$ cat config.mk
export PLATFORM = sky130hd
export DESIGN_NAME = dwp_watchdog
export DESIGN_NICKNAME = d
export VERILOG_FILES = /design/src/dwp_pkg.sv /design/src/dwp_watchdog.sv
export SDC_FILE = /design/constraint.sdc
export NUM_CORES = 1
export LEC_CHECK = 0
export ABC_AREA = 1
export BUFFER_PORTS_ARGS = -buffer_cell sky130_fd_sc_hd__clkbuf_2
export CAP_MARGIN = 20
export CORE_AREA = 5 5 83 162
export CTS_BUF_LIST = sky130_fd_sc_hd__clkbuf_8
export CTS_CLUSTER_SIZE = 40
export DETAILED_ROUTE_END_ITERATION = 8
export DIE_AREA = 0 0 88 167
export PLACE_DENSITY_LB_ADDON = 0.08
export SLEW_MARGIN = 40
export SYNTH_ARGS = -nofsm -noshare
export SYNTH_HDL_FRONTEND = slang
export SYNTH_SLANG_ARGS = --single-unit
$ cat constraint.sdc
create_clock -name mclk -period 5.2 [get_ports mclk]
set_input_delay 0.52 -clock mclk [delete_from_list [all_inputs] [get_ports mclk]]
set_output_delay 0.52 -clock mclk [all_outputs]
set_load 0.01 [all_outputs]
$ cat src/dwp_pkg.sv
// package for the dual watchdog pair: register map, keys, reset values and state layout
package dwp_pkg;

  // register byte offsets on the avalon slave
  localparam int unsigned ADDR_W        = 5;
  localparam logic [4:0]  OFF_KEY       = 5'h00;
  localparam logic [4:0]  OFF_PSC       = 5'h04;
  localparam logic [4:0]  OFF_RLD       = 5'h08;
  localparam logic [4:0]  OFF_IWSTS     = 5'h0c;
  localparam logic [4:0]  OFF_WCTRL     = 5'h10;
  localparam logic [4:0]  OFF_WCFG      = 5'h14;
  localparam logic [4:0]  OFF_WSTS      = 5'h18;
  localparam logic [4:0]  OFF_DBG       = 5'h1c;

  // key command values
  localparam logic [15:0] KEY_UNLOCK    = 16'h5555;
  localparam logic [15:0] KEY_RELOAD    = 16'haaaa;
  localparam logic [15:0] KEY_START     = 16'hcccc;

  // field positions
  localparam int unsigned WCTRL_EN_BIT  = 7;
  localparam int unsigned WCFG_TB_LSB   = 7;
  localparam int unsigned WCFG_EWI_BIT  = 9;

  // values after reset and thresholds
  localparam logic [2:0]  PSC_RST       = 3'h0;
  localparam logic [11:0] RLD_RST       = 12'hfff;
  localparam logic [6:0]  WCNT_RST      = 7'h7f;
  localparam logic [6:0]  WWIN_RST      = 7'h7f;
  localparam logic [6:0]  WCNT_WARN     = 7'h40;
  localparam logic [6:0]  WCNT_PREWARN  = 7'h41;
  localparam logic [2:0]  PSC_MAX_CODE  = 3'h6;
  localparam logic [7:0]  IW_DIV_BASE   = 8'h04;
  localparam logic [7:0]  IW_DIV_TOP    = 8'hff;

  // avalon-mm request from the master
  typedef struct packed {
    logic              read;
    logic              write;
    logic [ADDR_W-1:0] address;
    logic [31:0]       writedata;
    logic [3:0]        byteenable;
  } dwp_avreq_s;

  // whole state of the block
  typedef struct packed {
    logic        busAck;
    logic [31:0] rdData;
    logic        sysRst;
    logic        hwCaught;
    logic        unlocked;
    logic        iwRun;
    logic [2:0]  pscSel;
    logic [2:0]  pscAct;
    logic        pscPend;
    logic [11:0] rldSel;
    logic [11:0] rldAct;
    logic        rldPend;
    logic [7:0]  iwPre;
    logic [11:0] iwCnt;
    logic        dbgFreeze;
    logic        wwEn;
    logic [6:0]  wwCnt;
    logic [6:0]  wwWin;
    logic [1:0]  wwTb;
    logic        early_warning_irq_enable;
    logic        ewFlag;
    logic [2:0]  wwPre;
  } dwp_state_s;

endpackage : dwp_pkg

$ cat src/dwp_watchdog.sv
// dual watchdog pair: independent watchdog and window watchdog behind an avalon-mm slave
// Function
// - start key runs counter, reset at zero
// - reload key copies reload value into counter
// - unlock key needed before prescaler/reload writes
// - any other key restores write protection
// - reload key also restores write protection
// - hardware option starts watchdog after reset
// - debug halt freezes counter when configured
// - twelve-bit counter and reload, prescaled clock
// - independent watchdog runs on its own tick
// - keeps counting in low-power states
// - seven-bit window counter, bus clock prescaled
// - enabled window resets on 0x40 to 0x3f
// - refresh above window value causes reset
// - window watchdog disabled after reset
// - window counter runs even when disabled
// - early warning flag set at 0x40
// - early warning flag cleared by writing zero
// - window timeout is 2^tb times count
// - prescaler code selects divide 4 to 256
// - prescaler pending flag high during transfer
// - reload pending flag high during transfer
// - key reads zero, reload resets all ones
`timescale 1ns/1ps
module dwp_watchdog (
  // clock and reset
  input  wire logic                mclk,
  input  wire logic                nrst,
  // avalon-mm slave
  input  wire dwp_pkg::dwp_avreq_s avsReq,
  output logic                     avsWaitrequest,
  output logic [31:0]              avsReaddata,
  // watchdog environment
  input  wire logic                lsiTick,
  input  wire logic                hwWdgOpt,
  input  wire logic                debugHalt,
  // results
  output logic                     sysResetReq,
  output logic                     earlyWarnIrq
);

  dwp_pkg::dwp_state_s st_q;
  dwp_pkg::dwp_state_s st_d;

  logic        rstMeta_q;
  logic        rstN;
  logic        wrAcc;
  logic        keyWr;
  logic [15:0] keyVal;
  logic        pscWr;
  logic        rldWr;
  logic        ctrlWr;
  logic        cfgWr;
  logic        stsWr;
  logic        dbgWr;
  logic        iwFrozen;
  logic        iwTick;
  logic        iwPreWrap;
  logic        iwStep;
  logic        iwLoad;
  logic        wwStep;

  // address match, used by every register strobe
  function automatic logic isReg(input logic [dwp_pkg::ADDR_W-1:0] a,
                                 input logic [dwp_pkg::ADDR_W-1:0] off);
    isReg = (a == off);
  endfunction : isReg

  // last prescaler count for a divider code; codes above the top also divide by 256
  function automatic logic [7:0] iwDivLast(input logic [2:0] code);
    if (code >= dwp_pkg::PSC_MAX_CODE) begin
      iwDivLast = dwp_pkg::IW_DIV_TOP;
    end else begin
      iwDivLast = 8'((dwp_pkg::IW_DIV_BASE << code) - 8'h01);
    end
  endfunction : iwDivLast

  // reset release through two flops; only the second flop is read
  always_ff @(posedge mclk or negedge nrst) begin
    if (!nrst) begin
      rstMeta_q <= 1'b0;
      rstN      <= 1'b0;
    end else begin
      rstMeta_q <= 1'b1;
      rstN      <= rstMeta_q;
    end
  end

  // write strobes; a write with byteenable[1:0] set lands on the edge where waitrequest is low
  assign wrAcc  = avsReq.write & st_q.busAck & (avsReq.byteenable[1:0] == 2'b11);
  assign keyWr  = wrAcc & isReg(avsReq.address, dwp_pkg::OFF_KEY);
  assign pscWr  = wrAcc & isReg(avsReq.address, dwp_pkg::OFF_PSC);
  assign rldWr  = wrAcc & isReg(avsReq.address, dwp_pkg::OFF_RLD);
  assign ctrlWr = wrAcc & isReg(avsReq.address, dwp_pkg::OFF_WCTRL);
  assign cfgWr  = wrAcc & isReg(avsReq.address, dwp_pkg::OFF_WCFG);
  assign stsWr  = wrAcc & isReg(avsReq.address, dwp_pkg::OFF_WSTS);
  assign dbgWr  = wrAcc & isReg(avsReq.address, dwp_pkg::OFF_DBG);
  assign keyVal = avsReq.writedata[15:0];

  // independent watchdog timing: low-speed tick, divided by the prescaler
  assign iwFrozen  = debugHalt & st_q.dbgFreeze;
  assign iwTick    = lsiTick & ~iwFrozen;
  assign iwPreWrap = iwTick & (st_q.iwPre == iwDivLast(st_q.pscAct));
  assign iwStep    = iwPreWrap & st_q.iwRun;
  assign iwLoad    = keyWr & ((keyVal == dwp_pkg::KEY_RELOAD) |
                              ((keyVal == dwp_pkg::KEY_START) & ~st_q.iwRun));

  // window counter steps once every 2^tb bus clocks
  assign wwStep = (st_q.wwPre == 3'((4'h1 << st_q.wwTb) - 4'h1));

  // next state
  always_comb begin
    st_d        = st_q;
    st_d.sysRst = 1'b0;
    // one wait cycle per access; read data captured in the wait cycle
    st_d.busAck = (avsReq.read | avsReq.write) & ~st_q.busAck;
    if (avsReq.read & ~st_q.busAck) begin
      case (avsReq.address)
        dwp_pkg::OFF_KEY:   st_d.rdData = 32'h0000_0000;
        dwp_pkg::OFF_PSC:   st_d.rdData = {29'h0, st_q.pscSel};
        dwp_pkg::OFF_RLD:   st_d.rdData = {20'h0, st_q.rldSel};
        dwp_pkg::OFF_IWSTS: st_d.rdData = {30'h0, st_q.rldPend, st_q.pscPend};
        dwp_pkg::OFF_WCTRL: st_d.rdData = {24'h0, st_q.wwEn, st_q.wwCnt};
        dwp_pkg::OFF_WCFG:  st_d.rdData = {22'h0, st_q.early_warning_irq_enable, st_q.wwTb, st_q.wwWin};
        dwp_pkg::OFF_WSTS:  st_d.rdData = {31'h0, st_q.ewFlag};
        dwp_pkg::OFF_DBG:   st_d.rdData = {31'h0, st_q.dbgFreeze};
        default:            st_d.rdData = 32'h0000_0000;
      endcase
    end

    // key protection: only the unlock key opens, every other key closes
    if (keyWr) begin
      st_d.unlocked = (keyVal == dwp_pkg::KEY_UNLOCK);
      if (keyVal == dwp_pkg::KEY_START) begin
        st_d.iwRun = 1'b1;
      end
    end

    // hardware option caught once, on the first edge after release
    if (!st_q.hwCaught) begin
      st_d.hwCaught = 1'b1;
      if (hwWdgOpt) begin
        st_d.iwRun = 1'b1;
        st_d.iwCnt = st_q.rldAct;
      end
    end

    // prescaler and reload writes, accepted only unlocked and not pending
    if (pscWr & st_q.unlocked & ~st_q.pscPend) begin
      st_d.pscSel  = avsReq.writedata[2:0];
      st_d.pscPend = 1'b1;
    end else if (st_q.pscPend & lsiTick) begin
      st_d.pscAct  = st_q.pscSel;
      st_d.pscPend = 1'b0;
      st_d.iwPre   = 8'h00;
    end
    if (rldWr & st_q.unlocked & ~st_q.rldPend) begin
      st_d.rldSel  = avsReq.writedata[11:0];
      st_d.rldPend = 1'b1;
    end else if (st_q.rldPend & lsiTick) begin
      st_d.rldAct  = st_q.rldSel;
      st_d.rldPend = 1'b0;
    end

    // independent counter: load beats a step; no low-power gating, only a debug freeze stops it
    if (iwLoad) begin
      st_d.iwCnt = st_q.rldAct;
      if (keyVal == dwp_pkg::KEY_START) begin
        st_d.iwPre = 8'h00;
      end
    end else if (iwStep) begin
      if (st_q.iwCnt <= 12'h001) begin
        st_d.sysRst = 1'b1;
        st_d.iwCnt  = st_q.rldAct;
      end else begin
        st_d.iwCnt = st_q.iwCnt - 12'h001;
      end
    end
    if (st_q.iwRun & iwTick & ~(st_q.pscPend & lsiTick) & ~iwLoad) begin
      st_d.iwPre = iwPreWrap ? 8'h00 : st_q.iwPre + 8'h01;
    end

    // debug freeze select
    if (dbgWr) begin
      st_d.dbgFreeze = avsReq.writedata[0];
    end

    // window configuration
    if (cfgWr) begin
      st_d.wwWin = avsReq.writedata[6:0];
      st_d.wwTb  = avsReq.writedata[dwp_pkg::WCFG_TB_LSB +: 2];
      st_d.early_warning_irq_enable = avsReq.writedata[dwp_pkg::WCFG_EWI_BIT];
    end

    // flag clear goes first so that a same-cycle set wins
    if (stsWr & ~avsReq.writedata[0]) begin
      st_d.ewFlag = 1'b0;
    end

    // window prescaler counts every bus clock; a refresh restarts it from zero
    st_d.wwPre = wwStep ? 3'h0 : st_q.wwPre + 3'h1;

    // window counter: refresh or step; enable can only be set, reset clears it
    if (ctrlWr) begin
      if (avsReq.writedata[dwp_pkg::WCTRL_EN_BIT]) begin
        st_d.wwEn = 1'b1;
      end
      if (st_q.wwEn & (st_q.wwCnt > st_q.wwWin)) begin
        st_d.sysRst = 1'b1;
      end
      st_d.wwCnt = avsReq.writedata[6:0];
      st_d.wwPre = 3'h0;
    end else if (wwStep) begin
      st_d.wwCnt = st_q.wwCnt - 7'h01;
      if (st_q.wwEn & (st_q.wwCnt == dwp_pkg::WCNT_WARN)) begin
        st_d.sysRst = 1'b1;
      end
      if (st_q.early_warning_irq_enable & (st_q.wwCnt == dwp_pkg::WCNT_PREWARN)) begin
        st_d.ewFlag = 1'b1;
      end
    end
  end

  // state register
  always_ff @(posedge mclk or negedge rstN) begin
    if (!rstN) begin
      st_q           <= '0;
      st_q.pscSel    <= dwp_pkg::PSC_RST;
      st_q.pscAct    <= dwp_pkg::PSC_RST;
      st_q.rldSel    <= dwp_pkg::RLD_RST;
      st_q.rldAct    <= dwp_pkg::RLD_RST;
      st_q.iwCnt     <= dwp_pkg::RLD_RST;
      st_q.wwCnt     <= dwp_pkg::WCNT_RST;
      st_q.wwWin     <= dwp_pkg::WWIN_RST;
    end else begin
      st_q <= st_d;
    end
  end

  // outputs
  assign avsWaitrequest = (avsReq.read | avsReq.write) & ~st_q.busAck;
  assign avsReaddata    = st_q.rdData;
  assign sysResetReq    = st_q.sysRst;
  assign earlyWarnIrq   = st_q.ewFlag & st_q.early_warning_irq_enable;
endmodule : dwp_watchdog

; ---- Yosys cells after proc, flatten, opt, wreduce, memory -nomap -nowiden
; Index checks and enable logic that the tools add are counted.
[classes]
muxes = 36
n_eq_ne = 16
shift = 2
n_lt_le_gt_ge = 3
bitwise_logic = 43
n_reduce_logical = 9
n_addsub = 6
[op_table]
columns = op, count
row1 = 12-bit case mux with 7 select lines, 1
row2 = 12-bit 2-to-1 mux, 5
row3 = 8-bit 2-to-1 mux, 7
row4 = 16-bit equality test (second input constant), 2
row5 = 1-bit bitwise AND, 31
row6 = 5-bit equality test (second input constant), 4
row7 = 1-bit 2-to-1 mux, 19
row8 = 16-bit by 15-bit equality test with 1-bit output (second input constant), 1
row9 = 7-bit equality test (second input constant), 2
row10 = 7-bit 2-to-1 mux, 2
row11 = 12-bit by 1-bit less-or-equal comparator with 1-bit output (second input constant), 1
row12 = 12-bit by 1-bit subtractor with 12-bit output (second input constant), 1
row13 = 5-bit by 4-bit equality test with 1-bit output (second input constant), 2
row14 = 1-bit NOT, 10
row15 = 8-bit by 1-bit adder with 8-bit output (second input constant), 1
row16 = 8-bit equality test, 1
row17 = 2-bit AND reduction, 4
row18 = 3-bit by 3-bit << shifter with 8-bit output (first input constant), 1
row19 = 8-bit by 1-bit subtractor with 8-bit output (second input constant), 1
row20 = 7-bit greater-than comparator, 1
row21 = 7-bit by 1-bit subtractor with 7-bit output (second input constant), 1
row22 = 3-bit 2-to-1 mux, 2
row23 = 2-bit nonzero test, 3
row24 = 5-bit by 3-bit equality test with 1-bit output (second input constant), 1
row25 = 10 further kinds, 11
[word_totals]
in_bits = 48
output_inout_bits = 35
elab_cells = 139
ff_bits = 114

; ---- Depth between registers and ports, before layout
; Gate-level depths: netlist of run 1.
[logic_depth]
depth_word = 11
depth_mapped = 13
depth_no_buf = 13

; ---- Least setup slack after synthesis of run 1
; No wires, ideal clock.
[synth_path]
path_type = register -> register
from = register st_q[23] in the netlist's numbering
to = register st_q[29] in the netlist's numbering
setup_slack_ns = 3.464
setup_ns = 0.060
t_required_ns = 5.140
path_stages_with_launch = 13
synth_period_minus_slack_ns = 1.736
t_arrival_ns = 1.676
n_path_buf = 1
path_cell_list = dfstp_2 > inv_1 > ha_1 > o21ai_0 > nor2_1 > nand2_1 > nand3_1 > nor2_1 > buf_4 > nand2_1 > nand2_1 > nand2_1 > nand2_1
[synth_between]
elab_chain_len = 4
elab_cells_between_ends = 5
cone_classes = add/sub: 1 / order compare: 1 / mux: 3
[synth_lines]
columns = item, line_no
row1 = "start, declared", dwp_watchdog.sv:43  ; dwp_pkg::dwp_state_s st_q;
row2 = "start signal, assigned", dwp_watchdog.sv:237  ; st_q <= st_d;
row3 = 12-bit by 1-bit subtractor with 12-bit output or 12-bit by 1-bit less-or-equal comparator with 1-bit output (tied branches), "dwp_watchdog.sv:177, dwp_watchdog.sv:173"
row4 = 12-bit 2-to-1 mux *, dwp_watchdog.sv:173  ; if (st_q.iwCnt <= 12'h001) begin
row5 = 12-bit 2-to-1 mux *, dwp_watchdog.sv:172  ; end else if (iwStep) begin
row6 = 12-bit 2-to-1 mux *, dwp_watchdog.sv:167  ; if (iwLoad) begin
; Mark *: on every way between the ends. The rest lies on a longest branch, timed or not.
; A chain may end at the register's enable or synchronous reset.

; ---- Worst setup path after layout of run 1
[layout_path]
from = register st_q[35] in the netlist's numbering
to = register st_q[28] in the netlist's numbering
[layout_between]
elab_chain_len = 5
elab_cells_between_ends = 8
cone_classes = eq/ne: 2 / mux: 2 / bitwise: 2 / reduce/logical: 2
[layout_lines]
columns = item, line_no
row1 = 8-bit equality test *, dwp_watchdog.sv:104  ; assign iwPreWrap = iwTick & (st_q.iwPre == iwDivLast(st_q.pscAct));
row2 = 1-bit bitwise AND *, dwp_watchdog.sv:104
row3 = 1-bit bitwise AND *, dwp_watchdog.sv:105  ; assign iwStep = iwPreWrap & st_q.iwRun;
row4 = 3-bit by 1-bit != test with 1-bit output (no source line) (tied with other cells), -
row5 = 2-bit AND reduction (no source line) or 12-bit 2-to-1 mux (tied branches), -
; Marks and branches as above.

==> results_dict.tcl, run 1 <==
set metrics [dict create \
    io_pins 83 \
    hold_viol 0 \
    rsz0062_at_grt "no" \
    synth_seq_cells 94 \
    place.gp.congestion 0.908 \
    wl_per_cell_um 15.4 \
    cts_hold_buf 1 \
    vias 4371 \
    dpl.hpwl_um 10500 \
    tns_ns 0 \
    gr-usage-all-layers_pct 18.9 \
    drc 0 \
    syn2layout_area_growth_pct 7.94 \
    max_slew_margin_pct 48.4 \
    diodes 0 \
    postCtsSetupBuffers 0 \
    fmax_mhz 409 \
    ys_seq_area_share_pct 45.5 \
    rows 57 \
    cts-buffers-inserted 9 \
    cp_slowest_cell "nor2_1" \
    syn_area_um2 5310 \
    grt_antenna_before_repair 0 \
    critPathMaxStageDelay_ns 0.72 \
    setup_viol 0 \
    path_delay_family "simple AND/OR/NAND/NOR gates" \
    grt-ovfl-total 0 \
    p_leak_nw 2.69 \
    startpoint "st_q[35]" \
    required_ns 5.49 \
    syn-instance-count 670 \
    crit_path_start_kind "flip-flop" \
    cp.arrival_ns 2.73 \
    portBuffers 44 \
    htreeDepth 3 \
    fillers 1231 \
    worst_pin_slew_ns 0.772 \
    cts.clk_slew.worst_paths_ns 0.10 \
    synth_cell_type_count 44 \
    cap_violations 0 \
    grt_first_pass_wirelength_um 21500 \
    drt_pass1_iterations 4 \
    grt_max_degree 50 \
    fin_crit_sh_pct 47.0 \
    end_kind "flip-flop" \
    critPathKind "reg2reg" \
    cts_root_buf "clkbuf_8" \
    vias_per_cell 5.11 \
    p_per_area_nw_per_um2 349 \
    start_util_pct 44.1 \
    r2r-start "st_q[35]" \
    fp.dieH_um 167 \
    crit_fanout 12 \
    core-area_um2 12100 \
    place_area_um2 5510 \
    first_iter_violations 164 \
    hp-class "reg2async" \
    clock_latency_ns 0.36 \
    cts_buffer_depth 2 \
    worst_hold_slack_ns 0.334 \
    cts_resized 0 \
    postSynthAreaPerCell_um2 7.93 \
    dieArea_um2 14700 \
    status "finished, final reports clean" \
    worstPathCellList "ha_1 -> nand3_1 -> inv_1 -> nand2_1 -> nor2_2 -> nand4_2 -> nor2_1 -> nand3_1 -> nand2_1 -> nand2_1" \
    cts_tree "built" \
    grt_pass1_vias 4393 \
    multi_input_area_um2 2350 \
    stdcell_area_um2 5730 \
    die_x_um 88 \
    drive_gt1_share_pct 18.5 \
    total_power_mw 2.00 \
    fin_crit_ns 2.44 \
    yosysWarnings 0 \
    crit_top_cell "nand2_1" \
    antenna_left 0 \
    path_buf_inv 1 \
    fin_worst_skew_ns 0.0130 \
    drt-total-wl_um 13200 \
    ff_latch_area_um2 2420 \
    fin_nets 764 \
    peakVddDrop_v 0.000245 \
    slew_violations 0 \
    cts_sinks 94 \
]
cell families (layout without fill, tap and decap cells):
| logic type | after synthesis | count (layout) | synth area share, % |
|---|---|---|---|
| AOI/OAI and AO/OA | 106 | 106 | 11.2 |
| xor gates and xnor gates | 16 | 16 | 2.64 |
| adders and majority gates | 13 | 13 | 3.06 |
| buffers and inverters | 132 | 150 | 11.8 |
| DFF | 94 | 94 | 45.5 |
| muxes | 3 | 3 | 0.612 |
| other | 2 | 22 | 0.141 |
| and+or+nand+nor | 304 | 304 | 25.2 |
cell usage after synthesis, drive strengths merged:
cell,number,share of area (%)
a211o,1,0.16
a211oi,1,0.14
a21oi,16,1.5
a221oi,1,0.16
a22oi,1,0.14
a31oi,1,0.12
and3,1,0.12
buf,35,4.9
clkbuf,9,0.64
conb,2,0.14
dfrtp,44,21
dfstp,50,25
ha,13,3.1
inv,88,6.2
mux2,2,0.42
mux2i,1,0.19
nand2,168,12
nand3,56,5.4
nand3b,1,0.14
nand4,10,1.4
nor2,56,4.4
nor3,6,0.78
nor4,3,0.35
o211ai,3,0.42
o21ai,64,6.0
o21bai,1,0.14
o221ai,4,0.66
o22ai,8,0.94
o311ai,1,0.16
o31ai,4,0.57
or2,3,0.35
xnor2,6,0.99
xor2,10,1.6
cell usage in the layout (no fill, tap or decap), drive strengths merged, types with 3 or more instances in the layout:
cell type and count:
xnor2 6, xor2 10, nor3 6, nand4 10, or2 3, clkbuf 53, nand3 56, inv 91
a21oi 16, dfrtp 44, nor4 3, nand2 168, o21ai 64, o31ai 4, conb 22, o22ai 8
o211ai 3, ha 13, dfstp 50, nor2 56, o221ai 4
cell type report:
type	count	share of cell area, %
clock buffers	9	2.16
multi-input cells	464	40.9
flip-flops and latches	94	42.2
well taps	147	3.21
inverters	88	5.76
clock inverters	7	1.59
repair buffers	46	4.15
sequential cells by signal, indices dropped and copies added, names as in the netlist:
register and count:
st_q 79, avsReaddata 12, rstMeta_q 1, sysResetReq 1, rstN 1
routing by layer:
layer | global-route usage, % | routed length, um | vias to the layer above
met5 | 0 | 0 | -
met4 | 7.62 | 410 | 0
met3 | 2.27 | 302 | 24
met2 | 36.0 | 7660 | 82
met1 | 20.2 | 4830 | 2082
li1 | - | - | 2183
worst paths after layout:
path	to	slack, ns	cells past startpoint
setup / recovery	st_q[28]	2.76	10
hold / removal	avsReaddata[2]	0.33	0
setup reg to reg	st_q[28]	2.76	10
hold reg to reg	avsReaddata[2]	0.33	0
max in group asynchronous	st_q[34]	3.83	1
min in group mclk	rstN	0.35	0
metrics by stage:
step,instances,setup WS (ns),utilization (%)
after floorplan,690,2.48,-
after global placement,838,2.69,45.7
after detailed placement,838,2.64,45.7
after CTS,855,2.76,47.6
after global routing,855,2.48,47.6
final,855,2.76,47.6
power breakdown:
part           switching [mW]  total, mW  internal [mW]
clock network           0.260      0.529          0.269
logic                   0.330      0.522          0.192
registers              0.0997      0.952          0.852
No activity file was read; power rests on OpenSTA's default activity.
==> run 2: changes to the inputs <==
clock period = 2.25 ns   (was 5.2 ns; I/O delays follow)
==> results_dict.tcl, run 2 (synthesis results as in run 1) <==
set metrics [dict create \
    ff2ff_setup_slack_ns 0.25 \
    p_clk_share_pct 23.3 \
    reg2regPathDepth 11 \
    grt-ovfl-total 0 \
    cts-buffers-inserted 9 \
    cts_buffer_depth 2 \
    antenna_left 0 \
    cts_sinks 94 \
    htreeDepth 3 \
    swShare_pct 36.6 \
    final_core_util_pct 48.3 \
    slew_violations 0 \
    fillers 1241 \
    hp-class "in2reg" \
    diodes 0 \
    status "finished, final reports clean" \
    postCtsSetupBuffers 0 \
    min_path_cells 3 \
    peakVddDrop_v 0.000451 \
    place_area_um2 5630 \
    drt-total-wl_um 13500 \
    core-area_um2 12100 \
    first_iter_violations 203 \
    critPathKind "reg2reg" \
    pwr-share-seq_pct 48.9 \
    vias 4427 \
    max_slew_margin_pct 54.1 \
    grt_max_degree 37 \
    fmax_mhz 499 \
    required_ns 2.56 \
    fin_nets 779 \
    grt_antenna_before_repair 0 \
    ff_latch_area_um2 2420 \
    die_x_um 88 \
    rows 57 \
    cts_root_buf "clkbuf_8" \
    dieArea_um2 14700 \
    cp.arrival_ns 2.31 \
    drive_gt1_share_pct 20.5 \
    met1_usage_pct 20.5 \
    comb_power_share_pct 27.9 \
    total_power_mw 4.49 \
    dpl.hpwl_um 10800 \
    setup_viol 0 \
    end_kind "flip-flop" \
    globalRouteMet2Util_pct 36.6 \
    start_util_pct 44.1 \
    grt_first_pass_wirelength_um 22100 \
    wl_per_cell_um 15.5 \
    portBuffers 44 \
    p_int_mw 2.85 \
    layout_common_cells "nand2_1, inv_1, o21ai_0, nand3_1, dfstp_2" \
    syn2layout_area_growth_pct 9.56 \
    regMostFlops "st_q" \
    grt_most_used_layer "met2" \
    startpoint "st_q[23]" \
    drc 0 \
    cts.clk_slew.worst_paths_ns 0.11 \
    vias_per_cell 5.09 \
    hold_viol 0 \
    worst_pin_slew_ns 0.686 \
    stdcell_area_um2 5820 \
    multi_input_area_um2 2350 \
    p_switching_mw 1.64 \
    drt_pass1_iterations 4 \
    grt_pass1_vias 4481 \
    largest_reg_flops 79 \
    crit_fanout 11 \
    crit_path_start_kind "flip-flop" \
    final_common_cell "nand2_1" \
    rsz0062_at_grt "no" \
    min-delay-start "avsReq[14]" \
    cts_tree "built" \
    tns_ns 0 \
    use_met3_pct 2.77 \
    place.gp.congestion 0.922 \
    r2r-start "st_q[23]" \
    cap_violations 0 \
    fin_crit_sh_pct 89.0 \
    io_pins 83 \
    fp.dieH_um 167 \
    gr-usage-all-layers_pct 19.4 \
    fin_worst_skew_ns 0.0188 \
    fin_crit_ns 2.00 \
    clock_latency_ns 0.37 \
    p_leak_nw 2.75 \
    p_per_area_nw_per_um2 772 \
    endpoint "st_q[27]" \
    rr_endpoint "st_q[27]" \
]
run 2: cell types whose count changed in the layout (fill, tap and decap cells not counted), sizes merged:
| cell | before | now |
|---|---|---|
| buf | 1 | 16 |
| clkinv | 0 | 3 |
| inv | 91 | 90 |
| bufinv | 2 | 0 |
run 2: area by class of cell:
class / instances / area share (%)
Tap cell: 147 / 3.16
Inverter: 88 / 5.68
Sequential cell: 94 / 41.6
Clock inverter: 7 / 0.860
Multi-Input combinational cell: 464 / 40.4
Clock buffer: 9 / 2.13
Timing Repair Buffer: 61 / 6.24
run 2: what timing repair did:
item,4_1_cts,5_1_grt
setup endpoints to repair,0,7
resized for setup,0,1
hold endpoints to repair,2,0
hold buffers,1,0
run 2: worst min path at each step:
stage	endpoint
4_1_cts	st_q[66]
6_report	st_q[66]
2_1_floorplan	rstMeta_q
3_3_place_gp	rstMeta_q
3_5_place_dp	rstMeta_q
5_1_grt	st_q[68]
run 2: metal layers:
metal | share of wire, % | wire, um
met2 | 57 | 7730
met1 | 36 | 4930
met3 | 2.9 | 386
met5 | 0 | 0
met4 | 3.5 | 476
run 2: metrics by stage:
| stage | setup slack (ns) | hold WS [ns] | std cells |
|---|---|---|---|
| global placement | 0.0992 | 0.0102 | 853 |
| detailed placement | 0.0327 | 0.0122 | 853 |
| CTS | 0.0187 | 0.0836 | 870 |
| floorplan | 0.514 | -0.0706 | 690 |
| global route | 0.0151 | 0.113 | 870 |
| finish | 0.248 | 0.106 | 870 |
run 2: worst max-delay path, cell delays in order, from the launching register on:
cell     delay (ns)
dfstp_2        0.55
inv_1          0.06
ha_1           0.22
o21ai_0        0.15
nor2_1         0.05
nand2_1        0.09
nand3_1        0.13
nor2_2         0.40
nand2_1        0.09
nand2_1        0.09
nand2_1        0.05
nand2_1        0.06
run 2: power by group through the flow:
stage	Sequential, mW	Combinational, mW	Clock (mW)
3_5_place_dp	2.22	1.26	0
6_report	2.20	1.25	1.05
2_1_floorplan	2.17	0.927	0
3_3_place_gp	2.22	1.23	0
5_1_grt	2.23	1.43	1.15
4_1_cts	2.19	1.27	1.08
